$ cat src/rtl/rmb_pkg.sv
// package: register map, field layout and carrier types of the regulator mode register bank
package rmb_pkg;
  // register addresses on the management bus
  localparam logic [7:0] ADDR_BUCK4_CFG = 8'h45;
  localparam logic [7:0] ADDR_AUX1_ACT = 8'h50;
  localparam logic [7:0] ADDR_AUX1_LPM = 8'h51;
  localparam logic [7:0] ADDR_AUX1_HIB = 8'h52;
  // buck configuration field positions
  localparam int CFG_PHASE_BIT = 4;
  localparam int CFG_RATE_LSB = 2;
  localparam int CFG_REN_BIT = 1;
  localparam int CFG_SOFT_CONTROL_SELECT_BIT = 0;
  // buck configuration value after reset
  localparam logic [7:0] CFG_RESET = 8'h00;
  // per-mode register field positions
  localparam int MODE_EN_BIT = 7;
  localparam int MODE_RSVD_BIT = 6;
  localparam int CODE_W = 6;
  // per-mode enable values after reset
  localparam logic ACT_EN_RESET = 1'h1;
  localparam logic LPM_EN_RESET = 1'h1;
  localparam logic HIB_EN_RESET = 1'h0;
  // cycles after reset release before straps are caught (three-stage sync settles)
  localparam logic [1:0] STRAP_WAIT = 2'h3;

  // processor power mode
  typedef enum logic [1:0] {
    RMB_MODE_ACTIVE = 2'b00,
    RMB_MODE_LOW = 2'b01,
    RMB_MODE_HIB = 2'b11
  } rmb_pmode_t;

  // one per-mode setting: enable plus output level code
  typedef struct packed {
    logic enable;
    logic [CODE_W-1:0] output_level_code;
  } rmb_setting_t;

  // register write/read request
  typedef struct packed {
    logic wr;
    logic rd;
    logic [7:0] addr;
    logic [7:0] wdata;
  } rmb_req_t;
endpackage

$ cat src/rtl/rmb_regulator_mode_register_bank.sv
// module: buck4 configuration tail and aux regulator 1 per-mode registers
//
// Contract
// - phase bit one selects 180 degree switching
// - bits three-two set voltage scaling rate
// - soft control clear makes enable bit inert
// - soft control set: enable bit drives channel
// - active register 0x50 enable, resets one
// - low-power register 0x51 enable, resets one
// - hibernate register 0x52 enable, resets zero
// - six-bit level code defaults from pins
`timescale 1ns/100ps
module rmb_regulator_mode_register_bank (
  input wire logic clock_in,
  input wire logic rst_in,
  input wire rmb_pkg::rmb_req_t req_in,
  input wire logic [rmb_pkg::CODE_W-1:0] strap_code_in,
  input wire logic [1:0] power_mode_in,
  input wire logic channel_on_in,
  output logic [7:0] rdata_out,
  output logic rvalid_out,
  output logic phase_inverted_out,
  output logic [1:0] voltage_scaling_rate_out,
  output logic buck4_enable_out,
  output logic buck4_override_out,
  output rmb_pkg::rmb_setting_t aux1_applied_out
);

  ////////////////////////////////////////////////////////////////////////////
  // storage
  logic [7:0] cfg_ff; // buck4 configuration image
  rmb_pkg::rmb_setting_t act_ff; // active-mode setting
  rmb_pkg::rmb_setting_t lpm_ff; // low-power-mode setting
  rmb_pkg::rmb_setting_t hib_ff; // hibernate-mode setting
  logic [rmb_pkg::CODE_W-1:0] strap_s1_ff; // first stage, read only by stage two
  logic [rmb_pkg::CODE_W-1:0] strap_s2_ff;
  logic [rmb_pkg::CODE_W-1:0] strap_s3_ff;
  logic [1:0] mode_s1_ff; // first stage, read only by stage two
  logic [1:0] mode_s2_ff;
  logic [1:0] mode_s3_ff;
  logic [1:0] mode_ff; // accepted power mode
  logic [1:0] strap_wait_ff; // settle count after reset release
  logic strap_done_ff; // level codes caught from pins
  logic wr_cfg, wr_act, wr_lpm, wr_hib;

  ////////////////////////////////////////////////////////////////////////////
  // address decode
  always_comb
  begin
    wr_cfg = 1'b0;
    wr_act = 1'b0;
    wr_lpm = 1'b0;
    wr_hib = 1'b0;
    if (!req_in.wr)
      wr_cfg = 1'b0; // no write this cycle
    else if (req_in.addr == rmb_pkg::ADDR_BUCK4_CFG)
      wr_cfg = 1'b1;
    else if (req_in.addr == rmb_pkg::ADDR_AUX1_ACT)
      wr_act = 1'b1;
    else if (req_in.addr == rmb_pkg::ADDR_AUX1_LPM)
      wr_lpm = 1'b1;
    else if (req_in.addr == rmb_pkg::ADDR_AUX1_HIB)
      wr_hib = 1'b1;
  end

  ////////////////////////////////////////////////////////////////////////////
  // pin synchronisers; straps and mode come from outside this clock
  always_ff @(posedge clock_in or posedge rst_in)
  begin
    if (rst_in)
    begin
      strap_s1_ff <= '0;
      strap_s2_ff <= '0;
      strap_s3_ff <= '0;
      mode_s1_ff <= 2'h0;
      mode_s2_ff <= 2'h0;
      mode_s3_ff <= 2'h0;
    end
    else
    begin
      strap_s1_ff <= strap_code_in;
      strap_s2_ff <= strap_s1_ff;
      strap_s3_ff <= strap_s2_ff;
      mode_s1_ff <= power_mode_in;
      mode_s2_ff <= mode_s1_ff;
      mode_s3_ff <= mode_s2_ff;
    end
  end

  // mode change counts only once stages two and three agree
  always_ff @(posedge clock_in or posedge rst_in)
  begin
    if (rst_in)
      mode_ff <= rmb_pkg::RMB_MODE_ACTIVE;
    else if (mode_s2_ff == mode_s3_ff)
      mode_ff <= mode_s3_ff;
  end

  ////////////////////////////////////////////////////////////////////////////
  // strap catch: codes cannot be loaded in async reset, so take them after release
  always_ff @(posedge clock_in or posedge rst_in)
  begin
    if (rst_in)
    begin
      strap_wait_ff <= 2'h0;
      strap_done_ff <= 1'b0;
    end
    else if (strap_wait_ff != rmb_pkg::STRAP_WAIT)
      strap_wait_ff <= strap_wait_ff + 2'h1;
    else
      strap_done_ff <= 1'b1;
  end

  ////////////////////////////////////////////////////////////////////////////
  // buck4 configuration register
  always_ff @(posedge clock_in or posedge rst_in)
  begin
    if (rst_in)
      cfg_ff <= rmb_pkg::CFG_RESET;
    else if (wr_cfg)
      cfg_ff <= req_in.wdata;
  end

  // channel on/off: register bit only counts under soft control
  always_ff @(posedge clock_in or posedge rst_in)
  begin
    if (rst_in)
    begin
      buck4_enable_out <= 1'b0;
      buck4_override_out <= 1'b0;
      phase_inverted_out <= 1'b0;
      voltage_scaling_rate_out <= 2'h0;
    end
    else
    begin
      phase_inverted_out <= cfg_ff[rmb_pkg::CFG_PHASE_BIT];
      voltage_scaling_rate_out <= cfg_ff[rmb_pkg::CFG_RATE_LSB +: 2];
      buck4_override_out <= cfg_ff[rmb_pkg::CFG_SOFT_CONTROL_SELECT_BIT];
      if (cfg_ff[rmb_pkg::CFG_SOFT_CONTROL_SELECT_BIT])
        buck4_enable_out <= cfg_ff[rmb_pkg::CFG_REN_BIT];
      else
        buck4_enable_out <= channel_on_in;
    end
  end

  ////////////////////////////////////////////////////////////////////////////
  // per-mode settings; the reserved bit is not stored and reads zero
  always_ff @(posedge clock_in or posedge rst_in)
  begin
    if (rst_in)
    begin
      act_ff <= '{enable: rmb_pkg::ACT_EN_RESET, output_level_code: '0};
      lpm_ff <= '{enable: rmb_pkg::LPM_EN_RESET, output_level_code: '0};
      hib_ff <= '{enable: rmb_pkg::HIB_EN_RESET, output_level_code: '0};
    end
    else if (!strap_done_ff && strap_wait_ff == rmb_pkg::STRAP_WAIT)
    begin
      // one-shot load of pin default; level codes written before it are overruled
      act_ff.output_level_code <= strap_s3_ff;
      lpm_ff.output_level_code <= strap_s3_ff;
      hib_ff.output_level_code <= strap_s3_ff;
    end
    else
    begin
      if (wr_act)
        act_ff <= {req_in.wdata[rmb_pkg::MODE_EN_BIT], req_in.wdata[rmb_pkg::CODE_W-1:0]};
      if (wr_lpm)
        lpm_ff <= {req_in.wdata[rmb_pkg::MODE_EN_BIT], req_in.wdata[rmb_pkg::CODE_W-1:0]};
      if (wr_hib)
        hib_ff <= {req_in.wdata[rmb_pkg::MODE_EN_BIT], req_in.wdata[rmb_pkg::CODE_W-1:0]};
    end
  end

  ////////////////////////////////////////////////////////////////////////////
  // apply setting for the present mode
  always_ff @(posedge clock_in or posedge rst_in)
  begin
    if (rst_in)
      aux1_applied_out <= '0;
    else
      case (mode_ff)
        rmb_pkg::RMB_MODE_ACTIVE: aux1_applied_out <= act_ff;
        rmb_pkg::RMB_MODE_LOW: aux1_applied_out <= lpm_ff;
        rmb_pkg::RMB_MODE_HIB: aux1_applied_out <= hib_ff;
        default: aux1_applied_out <= lpm_ff; // code 10 treated as low power
      endcase
  end

  ////////////////////////////////////////////////////////////////////////////
  // read port: one cycle after request, unmapped reads zero
  always_ff @(posedge clock_in or posedge rst_in)
  begin
    if (rst_in)
    begin
      rdata_out <= 8'h00;
      rvalid_out <= 1'b0;
    end
    else
    begin
      rvalid_out <= req_in.rd;
      if (!req_in.rd)
        rdata_out <= 8'h00;
      else if (req_in.addr == rmb_pkg::ADDR_BUCK4_CFG)
        rdata_out <= cfg_ff;
      else if (req_in.addr == rmb_pkg::ADDR_AUX1_ACT)
        rdata_out <= {act_ff.enable, 1'b0, act_ff.output_level_code};
      else if (req_in.addr == rmb_pkg::ADDR_AUX1_LPM)
        rdata_out <= {lpm_ff.enable, 1'b0, lpm_ff.output_level_code};
      else if (req_in.addr == rmb_pkg::ADDR_AUX1_HIB)
        rdata_out <= {hib_ff.enable, 1'b0, hib_ff.output_level_code};
      else
        rdata_out <= 8'h00;
    end
  end

  ////////////////////////////////////////////////////////////////////////////
  // checks
  property p_phase;
    @(posedge clock_in) disable iff (rst_in)
    wr_cfg ##2 1'b1 |-> phase_inverted_out == $past(req_in.wdata[4], 2);
  endproperty
  a_phase: assert property (p_phase) else $error("phase output wrong");

  property p_rate;
    @(posedge clock_in) disable iff (rst_in)
    wr_cfg ##2 1'b1 |-> voltage_scaling_rate_out == $past(req_in.wdata[3:2], 2);
  endproperty
  a_rate: assert property (p_rate) else $error("rate output wrong");

  property p_inert;
    @(posedge clock_in) disable iff (rst_in)
    !cfg_ff[0] |=> buck4_enable_out == $past(channel_on_in);
  endproperty
  a_inert: assert property (p_inert) else $error("enable bit not inert");

  property p_soft;
    @(posedge clock_in) disable iff (rst_in)
    wr_cfg && req_in.wdata[0] ##2 1'b1 |-> buck4_enable_out == $past(req_in.wdata[1], 2);
  endproperty
  a_soft: assert property (p_soft) else $error("soft enable ignored");

  // keyed on the address of the read, not on data, so a same-cycle write cannot mislead it
  property p_rsvd;
    @(posedge clock_in) disable iff (rst_in)
    rvalid_out && $past(req_in.addr) != rmb_pkg::ADDR_BUCK4_CFG |-> !rdata_out[6];
  endproperty
  a_rsvd: assert property (p_rsvd) else $error("reserved bit read nonzero");

  property p_strap;
    @(posedge clock_in) disable iff (rst_in)
    $rose(strap_done_ff) |-> hib_ff.output_level_code == $past(strap_s3_ff);
  endproperty
  a_strap: assert property (p_strap) else $error("pin default not loaded");

  property p_hib;
    @(posedge clock_in) disable iff (rst_in)
    mode_ff == rmb_pkg::RMB_MODE_HIB |=> aux1_applied_out == $past(hib_ff);
  endproperty
  a_hib: assert property (p_hib) else $error("hibernate setting not applied");

  property p_act;
    @(posedge clock_in) disable iff (rst_in)
    mode_ff == rmb_pkg::RMB_MODE_ACTIVE |=> aux1_applied_out == $past(act_ff);
  endproperty
  a_act: assert property (p_act) else $error("active setting not applied");

endmodule

$ cat config.mk
export PLATFORM = sky130hd
export DESIGN_NAME = rmb_regulator_mode_register_bank
export DESIGN_NICKNAME = d
export VERILOG_FILES = /design/src/rtl/rmb_pkg.sv /design/src/rtl/rmb_regulator_mode_register_bank.sv
export SDC_FILE = /design/constraint.sdc
export NUM_CORES = 1
export LEC_CHECK = 0
export BUFFER_PORTS_ARGS = -buffer_cell sky130_fd_sc_hd__buf_2
export CORE_MARGIN = 2
export CORE_UTILIZATION = 60
export DETAILED_ROUTE_END_ITERATION = 8
export GPL_TIMING_DRIVEN = 0
export PLACE_DENSITY = 0.81
export SETUP_SLACK_MARGIN = 0.2
export SLEW_MARGIN = 10
export SYNTH_ARGS = -nofsm -noshare
export SYNTH_HDL_FRONTEND = slang
export SYNTH_SLANG_ARGS = --single-unit
$ cat constraint.sdc
create_clock -name clock_in -period 5.7 [get_ports clock_in]
set_input_delay 0.57 -clock clock_in [delete_from_list [all_inputs] [get_ports clock_in]]
set_output_delay 0.57 -clock clock_in [all_outputs]
set_load 0.02 [all_outputs]
==> impl_metrics.py, run 1 <==
metrics = {
    "floorplan": {
        "design.core.area_mm2": 0.00507,
        "start_util": 0.619,
        "die_w_um": 76.4,
        "die_y_um": 76.4,
        "num_io_pins": 50,
        "rows": 26,
        "die_area_mm2": 0.00583,
    },
    "worst_setup_path": {
        "path_class": "reg2reg",
        "cp_max_fo": 10,
        "r2r-start": "strap_wait_ff[0]",
        "r2r_cells": 7,
        "endpoint_kind": "flop",
        "cp-start-kind": "flop",
        "r2r_slack_ps": 3540,
        "timing.critical_path.to": "act_ff[1]",
        "cp-startpoint": "strap_wait_ff[0]",
        "crit_arrival_ps": 2360,
        "critPathRequiredTime_ps": 5900,
        "r2r_end": "act_ff[1]",
    },
    "synth": {
        "synth_edf_count": 0,
        "yosys_most_used_dff": "dfrtp_1",
        "synth_area_mm2": 0.00314,
        "syn_avg_cell_area_um2": 12.5,
        "ys_warn_count": 0,
        "synth_async_sr_flop_share": 1.00,
        "synth_cell_types": 36,
        "netlist_instances": 252,
        "synth.largest_area_cell": "dfrtp_1",
        "postSynthNetCount": 284,
        "ys_seq_elements": 79,
        "synth.top_cells.by_area": "dfrtp_1 (61%), mux2_4 (3.8%), nand2_1 (3.5%), o32ai_1 (3.3%), nor2_1 (2.7%)",
        "netlist.area_leader.share": 0.613,
        "ys_seq_area_frac": 0.630,
    },
    "timing": {
        "max_slew_margin": 0.656,
        "rsz0062_at_grt": "no",
        "timing.final.max_slew_violations": 0,
        "finalSetupViolCount": 0,
        "post-route-period-util": 0.378,
        "fin_tns_setup_ps": 0,
        "worst_slew_pin_slew_ps": 516,
        "fmax_mhz": 464,
        "fin_crit_ps": 2160,
        "finalClockSkew_ps": 7.96,
        "hold_viol": 0,
    },
    "finish": {
        "layout.nets": 343,
        "area_growth_pct": 19.0,
        "fillers": 361,
        "drive_above_1_share": 0.285,
        "final_common_cell": "dfrtp_1",
        "n_antenna_cell": 0,
        "final_cells": 386,
        "final_util": 0.737,
        "layout_common_cells": "dfrtp_1 (77), buf_2 (49), nand2_1 (29)",
    },
    "power": {
        "p_per_area_mw_per_mm2": 338,
        "ir_worst_vdd_v": 0.000235,
        "total_leakage_power_nw": 1.76,
        "p_total_mw": 1.26,
    },
    "drt": {
        "drtAntennaViolNets": 0,
        "wl_um": 6250,
        "drt-pass1-iter-count": 5,
        "first_iter_violations": 190,
        "dr_total_vias": 2187,
        "wl_per_cell_um": 16.2,
        "drcViolationCount": 0,
        "avgViaCountPerCell": 5.67,
    },
    "cts": {
        "cts_tree": "yes",
        "clockBufferDepth": 2,
        "htree_levels": 3,
        "cts_post_setup_buffers_inserted": 0,
        "cts_root_buf": "clkbuf_8",
        "cts.clk_slew.worst_paths_ps": 80,
        "cts_sinks": 79,
        "cts_made_buffers": 9,
        "insertion_delay_ps": 350,
        "cts_resized": 0,
        "postCtsHoldBufs": 0,
    },
    "placed_design": {
        "port_buffers": 47,
        "placed_cells": 370,
        "gp_congestion": 0.880,
        "dp_hpwl_um": 4440,
    },
    "hold_path": {
        "hold_path_class": "in2async",
    },
    "grt": {
        "grt_pass1_vias": 2125,
        "grt_antenna_before_repair": 0,
        "overflow": 0,
        "grt_pass1_wl_um": 10700,
        "track_usage": 0.238,
        "grt_max_degree": 66,
    },
    "run": {
        "cap_violations": 0,
    },
    "outcome": {
        "status": "finished clean",
    },
}
area by class of cell:
cell class                      instances  area (µm²)  share of cell area
Sequential cell                        79        1980               0.529
Inverter                                3        13.8             0.00368
Clock inverter                          6         108              0.0288
Multi-Input combinational cell        157        1070               0.287
Tap cell                               70        87.6              0.0234
Buffer                                 13        78.8              0.0211
Clock buffer                           10         138              0.0368
Timing Repair Buffer                   48         263              0.0703
cells in the mapped netlist, types with 2 or more instances:
master	count
dfrtp_1	77
nand2_1	29
nor2_1	23
a21oi_1	16
o21ai_0	13
o32ai_1	12
mux2_4	8
a22oi_1	7
mux2i_1	7
a31oi_1	6
a32o_1	6
clkbuf_1	6
mux2_2	5
ha_1	3
inv_1	3
nand2b_1	3
nor2b_1	3
xnor2_1	3
buf_1	2
buf_2	2
dfstp_2	2
nand3_1	2
stage by stage:
stage	instance area [µm²]	hold WS, ps	worst slack, ps
2_1_floorplan	3140	331	3110
3_3_place_gp	3460	332	2340
3_5_place_dp	3490	335	3580
4_1_cts	3740	137	3580
5_1_grt	3740	140	3330
6_report	3740	139	3540
registers in the layout, indices dropped and copies added (netlist names), 6 cells and up:
register and count:
act_ff 7, aux1_applied_out 7, cfg_ff 8, hib_ff 7, lpm_ff 7, rdata_out 8
strap_s1_ff 6, strap_s2_ff 6, strap_s3_ff 6
kinds of logic after synthesis:
| group | after synthesis | synth area share |
|---|---|---|
| compound gates | 62 | 0.133 |
| xor+xnor | 3 | 0.00836 |
| fa+ha+maj | 3 | 0.0119 |
| buf+inv | 16 | 0.0287 |
| flops | 79 | 0.630 |
| mux | 20 | 0.0785 |
| simple gates | 69 | 0.110 |
power by group:
part	switching (mW)	total [mW]	internal [mW]	leakage, nW
clock network	0.192	0.493	0.301	0.122
logic	0.0845	0.140	0.0556	0.672
registers	0.0266	0.629	0.603	0.963
worst max-delay path, cell delays in order (launching register included):
cell,delay (ps)
dfrtp_1,400
ha_1,260
nand2b_1,140
clkbuf_1,430
nand4_1,290
clkbuf_1,300
nor2_1,160
a31oi_1,50
how the worst min path moves through the flow:
stage	end	cells past startpoint	startpoint	slack [ps]
2_1_floorplan	mode_s2_ff[0]	0	mode_s1_ff[0]	330
3_3_place_gp	strap_s3_ff[5]	0	strap_s2_ff[5]	330
3_5_place_dp	strap_s2_ff[3]	0	strap_s1_ff[3]	330
4_1_cts	cfg_ff[7]	2	rst_in	140
5_1_grt	cfg_ff[2]	2	rst_in	140
6_report	cfg_ff[7]	2	rst_in	140
layer usage:
| metal | track usage | up-vias | routed length, µm |
|---|---|---|---|
| li1 | - | 1021 | - |
| met1 | 0.327 | 1063 | 2710 |
| met2 | 0.363 | 90 | 3020 |
| met3 | 0.0664 | 13 | 382 |
| met4 | 0.0964 | 0 | 138 |
| met5 | 0 | - | 0 |
Note: power is estimated with default switching activity, not from simulation.
==> run 2: changes to the inputs <==
CORE_UTILIZATION = 50   (was 60)
PLACE_DENSITY = 0.72   (was 0.81)
clock period = 1.9 ns   (was 5.7 ns; I/O delays follow)
==> impl_metrics.py, run 2 (synthesis gave the netlist of run 1 again) <==
metrics = {
    "timing": {
        "timing.final.max_slew_violations": 0,
        "layout_setup_ws_ps": 211,
        "fin_crit_ps": 1690,
        "worst_slew_pin_slew_ps": 405,
        "finalClockSkew_ps": 5.62,
        "finalSetupViolCount": 0,
        "rsz0062_at_grt": "yes",
        "fmax_mhz": 592,
        "post-route-period-util": 0.889,
        "hold_viol": 0,
        "max_slew_margin": 0.729,
    },
    "grt": {
        "track_usage": 0.197,
        "grt_pass1_vias": 2233,
        "grt_max_degree": 40,
        "grt_pass1_wl_um": 10500,
        "overflow": 0,
        "grt_antenna_before_repair": 0,
    },
    "outcome": {
        "status": "finished clean",
    },
    "floorplan": {
        "die_w_um": 83.3,
        "die_area_mm2": 0.00693,
        "design.core.area_mm2": 0.00599,
        "die_y_um": 83.3,
        "start_util": 0.524,
        "rows": 28,
        "num_io_pins": 50,
    },
    "worst_setup_path": {
        "r2r_cells": 5,
        "cp-start-kind": "flop",
        "crit_arrival_ps": 1970,
        "critPathRequiredTime_ps": 2180,
        "endpoint_kind": "flop",
        "path_class": "reg2reg",
        "cp_max_fo": 7,
    },
    "finish": {
        "layout_common_cells": "dfrtp_1 (77), buf_2 (50), nand2_1 (29)",
        "final_common_cell": "dfrtp_1",
        "n_antenna_cell": 0,
        "layout.nets": 355,
        "final_cells": 403,
        "regArea_mm2": 0.00198,
        "fillers": 458,
        "multiInputGateArea_mm2": 0.00107,
        "reg_top3": "cfg_ff x8, rdata_out x8",
        "drive_above_1_share": 0.299,
        "area_growth_pct": 22.4,
        "final_util": 0.642,
    },
    "drt": {
        "drcViolationCount": 0,
        "wl_per_cell_um": 15.9,
        "first_iter_violations": 207,
        "wl_um": 6410,
        "drt-pass1-iter-count": 4,
        "drtAntennaViolNets": 0,
        "dr_total_vias": 2243,
        "avgViaCountPerCell": 5.57,
    },
    "cts": {
        "insertion_delay_ps": 350,
        "cts_made_buffers": 9,
        "cts.clk_slew.worst_paths_ps": 80,
        "htree_levels": 3,
        "cts_sinks": 79,
        "clockBufferDepth": 2,
        "cts_root_buf": "clkbuf_8",
        "cts_tree": "yes",
    },
    "hold_path": {
        "hold_path_class": "in2reg",
        "min_path_cells": 2,
    },
    "placed_design": {
        "gp_congestion": 0.862,
        "post-place-ws_ps": -244,
        "dp_hpwl_um": 4300,
        "port_buffers": 47,
        "placed_cells": 376,
    },
    "power": {
        "ir_worst_vdd_v": 0.000617,
        "p_total_mw": 3.59,
        "total_leakage_power_nw": 1.80,
        "p_per_area_mw_per_mm2": 933,
    },
    "run": {
        "cap_violations": 0,
    },
}
run 2: final cells by class:
cell class	instances	share of cell area
plain buffers	13	0.0254
clock buffers	10	0.0358
clock inverters	6	0.0176
inverters	3	0.00390
multi-input cells	157	0.279
flip-flops and latches	79	0.515
well taps	75	0.0244
repair buffers	60	0.0995
run 2: report_power, final:
part           internal [mW]  switching [mW]
clock network          0.649           0.608
registers               1.81          0.0701
logic                  0.185           0.266
run 2: path summary, 6_finish.rpt:
kind                                        from                to  slack [ps]
worst max-delay path            strap_wait_ff[0]         lpm_ff[6]         210
worst min-delay path                   req_in[6]         cfg_ff[6]          80
worst max register to register  strap_wait_ff[0]         lpm_ff[6]         210
worst min register to register    strap_s1_ff[3]    strap_s2_ff[3]         350
max in group asynchronous                 rst_in         act_ff[6]         910
min in group asynchronous                 rst_in  strap_wait_ff[1]         270
run 2: metrics by stage:
step	setup TNS, ps	hold WS, ps	cell area [µm²]
2_1_floorplan	0	221	3150
3_3_place_gp	-980	297	3470
3_5_place_dp	-1580	79.0	3510
4_1_cts	0	60.0	3840
5_1_grt	0	61.0	3850
6_report	0	75.0	3850
run 2: critical path, cell delays in order (launching register included):
cell and delay (ps):
dfrtp_1 400, ha_1 260, nand2b_1 150, nand2_1 220
nor2_1 230, mux2_2 360
run 2: timing repair:
item,4_1_cts,5_1_grt
endpoints found under the setup margin,17,10
buffers inserted,1,0
hold buffers,10,0
gates resized for setup,8,3
hold endpoints to repair,49,0
run 2: metal layers:
layer | up-vias | routed length (µm) | track usage
met5 | - | 0 | 0
met4 | 0 | 161 | 0.101
met3 | 12 | 466 | 0.0457
met2 | 83 | 3220 | 0.326
met1 | 1109 | 2560 | 0.243
li1 | 1039 | - | -
==> run 3: changes to the inputs <==
ABC_AREA = 1   (was unset)
CORE_UTILIZATION = 51   (was 50)
==> impl_metrics.py, run 3 <==
metrics = {
    "floorplan": {
        "die_w_um": 85.0,
        "design.core.area_mm2": 0.00635,
        "num_io_pins": 50,
        "die_area_mm2": 0.00723,
        "rows": 29,
        "start_util": 0.527,
        "die_y_um": 85.0,
    },
    "outcome": {
        "status": "finished clean",
    },
    "timing": {
        "rsz0062_at_grt": "no",
        "finalClockSkew_ps": 9.31,
        "max_slew_margin": 0.811,
        "post-route-period-util": 0.756,
        "fin_tns_setup_ps": 0,
        "worst_slew_pin_slew_ps": 284,
        "timing.final.max_slew_violations": 0,
        "layout_setup_ws_ps": 464,
        "hold_viol": 0,
        "fin_crit_ps": 1440,
        "finalSetupViolCount": 0,
        "hold_slack_ps": 45.8,
        "fmax_mhz": 696,
    },
    "finish": {
        "layout_common_cells": "nand2_1 (89), dfrtp_1 (77), buf_2 (49)",
        "final_area_mm2": 0.00399,
        "layout.nets": 436,
        "area_growth_pct": 19.2,
        "reg_top3": "cfg_ff x8, rdata_out x8",
        "regArea_mm2": 0.00198,
        "fillers": 524,
        "final_common_cell": "nand2_1",
        "final_util": 0.628,
        "n_antenna_cell": 0,
        "multiInputGateArea_mm2": 0.00117,
        "final_cells": 486,
        "drive_above_1_share": 0.284,
    },
    "synth": {
        "synth-adder-area-share": 0.0112,
        "postSynthNetCount": 365,
        "synth_area_mm2": 0.00335,
        "synthTopCellsByCount": "nand2_1 (89), dfrtp_1 (77), nand3_1 (30)",
        "netlist_instances": 333,
        "synthXorXnorAreaFrac": 0.00523,
        "synth-compound-area-share": 0.0800,
        "syn_avg_cell_area_um2": 10.1,
        "synth_async_sr_flop_share": 1.00,
        "synth_edf_count": 0,
        "ys_warn_count": 0,
        "synth_top_family_by_area": "simple AND/OR/NAND/NOR gates",
        "synth-simple-area-share": 0.252,
        "yosys_most_used_dff": "dfrtp_1",
        "synth.area.mux_share": 0,
        "ys_seq_elements": 79,
        "synth_cell_types": 29,
        "synth_most_common_cell": "nand2_1",
        "synth.largest_area_cell": "dfrtp_1",
        "ys_seq_area_frac": 0.591,
        "netlist.area_leader.share": 0.576,
        "synth.top_cells.by_area": "dfrtp_1 (58%), nand2_1 (10%), nand3_1 (4.5%), nor2_1 (2.6%), inv_1 (2.4%)",
    },
    "drt": {
        "drt-pass1-iter-count": 4,
        "drtAntennaViolNets": 0,
        "avgViaCountPerCell": 5.10,
        "wl_um": 6560,
        "drcViolationCount": 0,
        "wl_per_cell_um": 13.5,
        "dr_total_vias": 2478,
        "first_iter_violations": 144,
    },
    "placed_design": {
        "gp_congestion": 0.893,
        "placed_area_mm2": 0.00373,
        "post-place-ws_ps": 372,
        "placed_cells": 461,
        "port_buffers": 49,
        "dp_hpwl_um": 4700,
    },
    "power": {
        "clkPwrFrac": 0.303,
        "p_per_area_mw_per_mm2": 891,
        "power_frac_seq": 0.536,
        "p_total_mw": 3.55,
        "power.switching_mw": 1.03,
        "combPwrFrac": 0.161,
        "intPower_mw": 2.52,
        "p_sw_frac": 0.290,
        "ir_worst_vdd_v": 0.000701,
        "total_leakage_power_nw": 2.06,
    },
    "cts": {
        "insertion_delay_ps": 340,
        "cts.clk_slew.worst_paths_ps": 80,
        "cts_sinks": 79,
        "clockBufferDepth": 2,
        "htree_levels": 3,
        "cts_made_buffers": 9,
        "cts_tree": "yes",
        "cts_root_buf": "clkbuf_8",
    },
    "grt": {
        "overflow": 0,
        "grt_pass1_vias": 2420,
        "grt_pass1_wl_um": 11100,
        "grt_max_degree": 37,
        "track_usage": 0.198,
        "grt_antenna_before_repair": 0,
    },
    "worst_setup_path": {
        "cp-start-kind": "flop",
        "crit_arrival_ps": 1670,
        "path_class": "reg2reg",
        "cp_max_fo": 10,
        "critPathRequiredTime_ps": 2130,
        "endpoint_kind": "flop",
    },
    "hold_path": {
        "hold_path_class": "in2reg",
    },
    "run": {
        "cap_violations": 0,
    },
}
==> run 3: path summary, 6_finish.rpt <==
kind,startpoint,end,slack [ps],cells past startpoint
worst max-delay path,strap_wait_ff[0],act_ff[5],460,9
min in group asynchronous,rst_in,aux1_applied_out[1],340,3
worst max register to register,strap_wait_ff[0],act_ff[5],460,9
worst min-delay path,req_in[6],cfg_ff[6],50,3
worst min register to register,strap_s2_ff[4],strap_s3_ff[4],350,0
max in group asynchronous,rst_in,act_ff[6],1030,4
==> run 3: layout make-up <==
| class | instances | share of cell area |
|---|---|---|
| Sequential cell | 79 | 0.496 |
| Tap cell | 77 | 0.0241 |
| Multi-Input combinational cell | 218 | 0.292 |
| Clock buffer | 12 | 0.0339 |
| Inverter | 28 | 0.0285 |
| Clock inverter | 4 | 0.00784 |
| Buffer | 8 | 0.0232 |
| Timing Repair Buffer | 60 | 0.0941 |
==> run 3: what timing repair did <==
item	CTS	global route
hold buffers	9	0
setup endpoints to repair	0	4
hold endpoints to repair	17	0
resized for setup	0	2
setup buffers	0	0
==> run 3: per-layer routing <==
| metal | track usage | wire, µm | vias to the layer above | part of all wire |
|---|---|---|---|---|
| li1 | - | - | 1209 | - |
| met2 | 0.322 | 3290 | 76 | 0.50 |
| met3 | 0.0331 | 385 | 10 | 0.059 |
| met5 | 0 | 0 | - | 0 |
| met1 | 0.260 | 2770 | 1183 | 0.42 |
| met4 | 0.0909 | 114 | 0 | 0.017 |
==> run 3: power groups by stage <==
stage	clock network [mW]	logic [mW]	registers [mW]
floorplan	0	0.268	2.02
global placement	0	0.537	1.93
detailed placement	0	0.559	1.94
CTS	1.11	0.576	1.91
global route	1.18	0.641	1.92
finish	1.08	0.571	1.91
==> run 3: kinds of logic (layout without fill, tap and decap cells) <==
| kind of cell | count (synthesis) | after routing |
|---|---|---|
| buffers and inverters | 36 | 112 |
| XOR/XNOR | 2 | 2 |
| flip-flops | 79 | 79 |
| AND/OR/NAND/NOR | 168 | 168 |
| adder cells (fa/ha/maj) | 3 | 3 |
| AO/OA/AOI/OAI | 45 | 45 |
==> run 3: worst max-delay path, stage by stage, from the launching register on <==
cell and delay, ps:
dfrtp_1 370, ha_1 240, inv_2 70, nor2_4 170, inv_6 90, buf_6 150
nand2_2 60, nand2_2 60, nand2_1 70, nand2_1 40
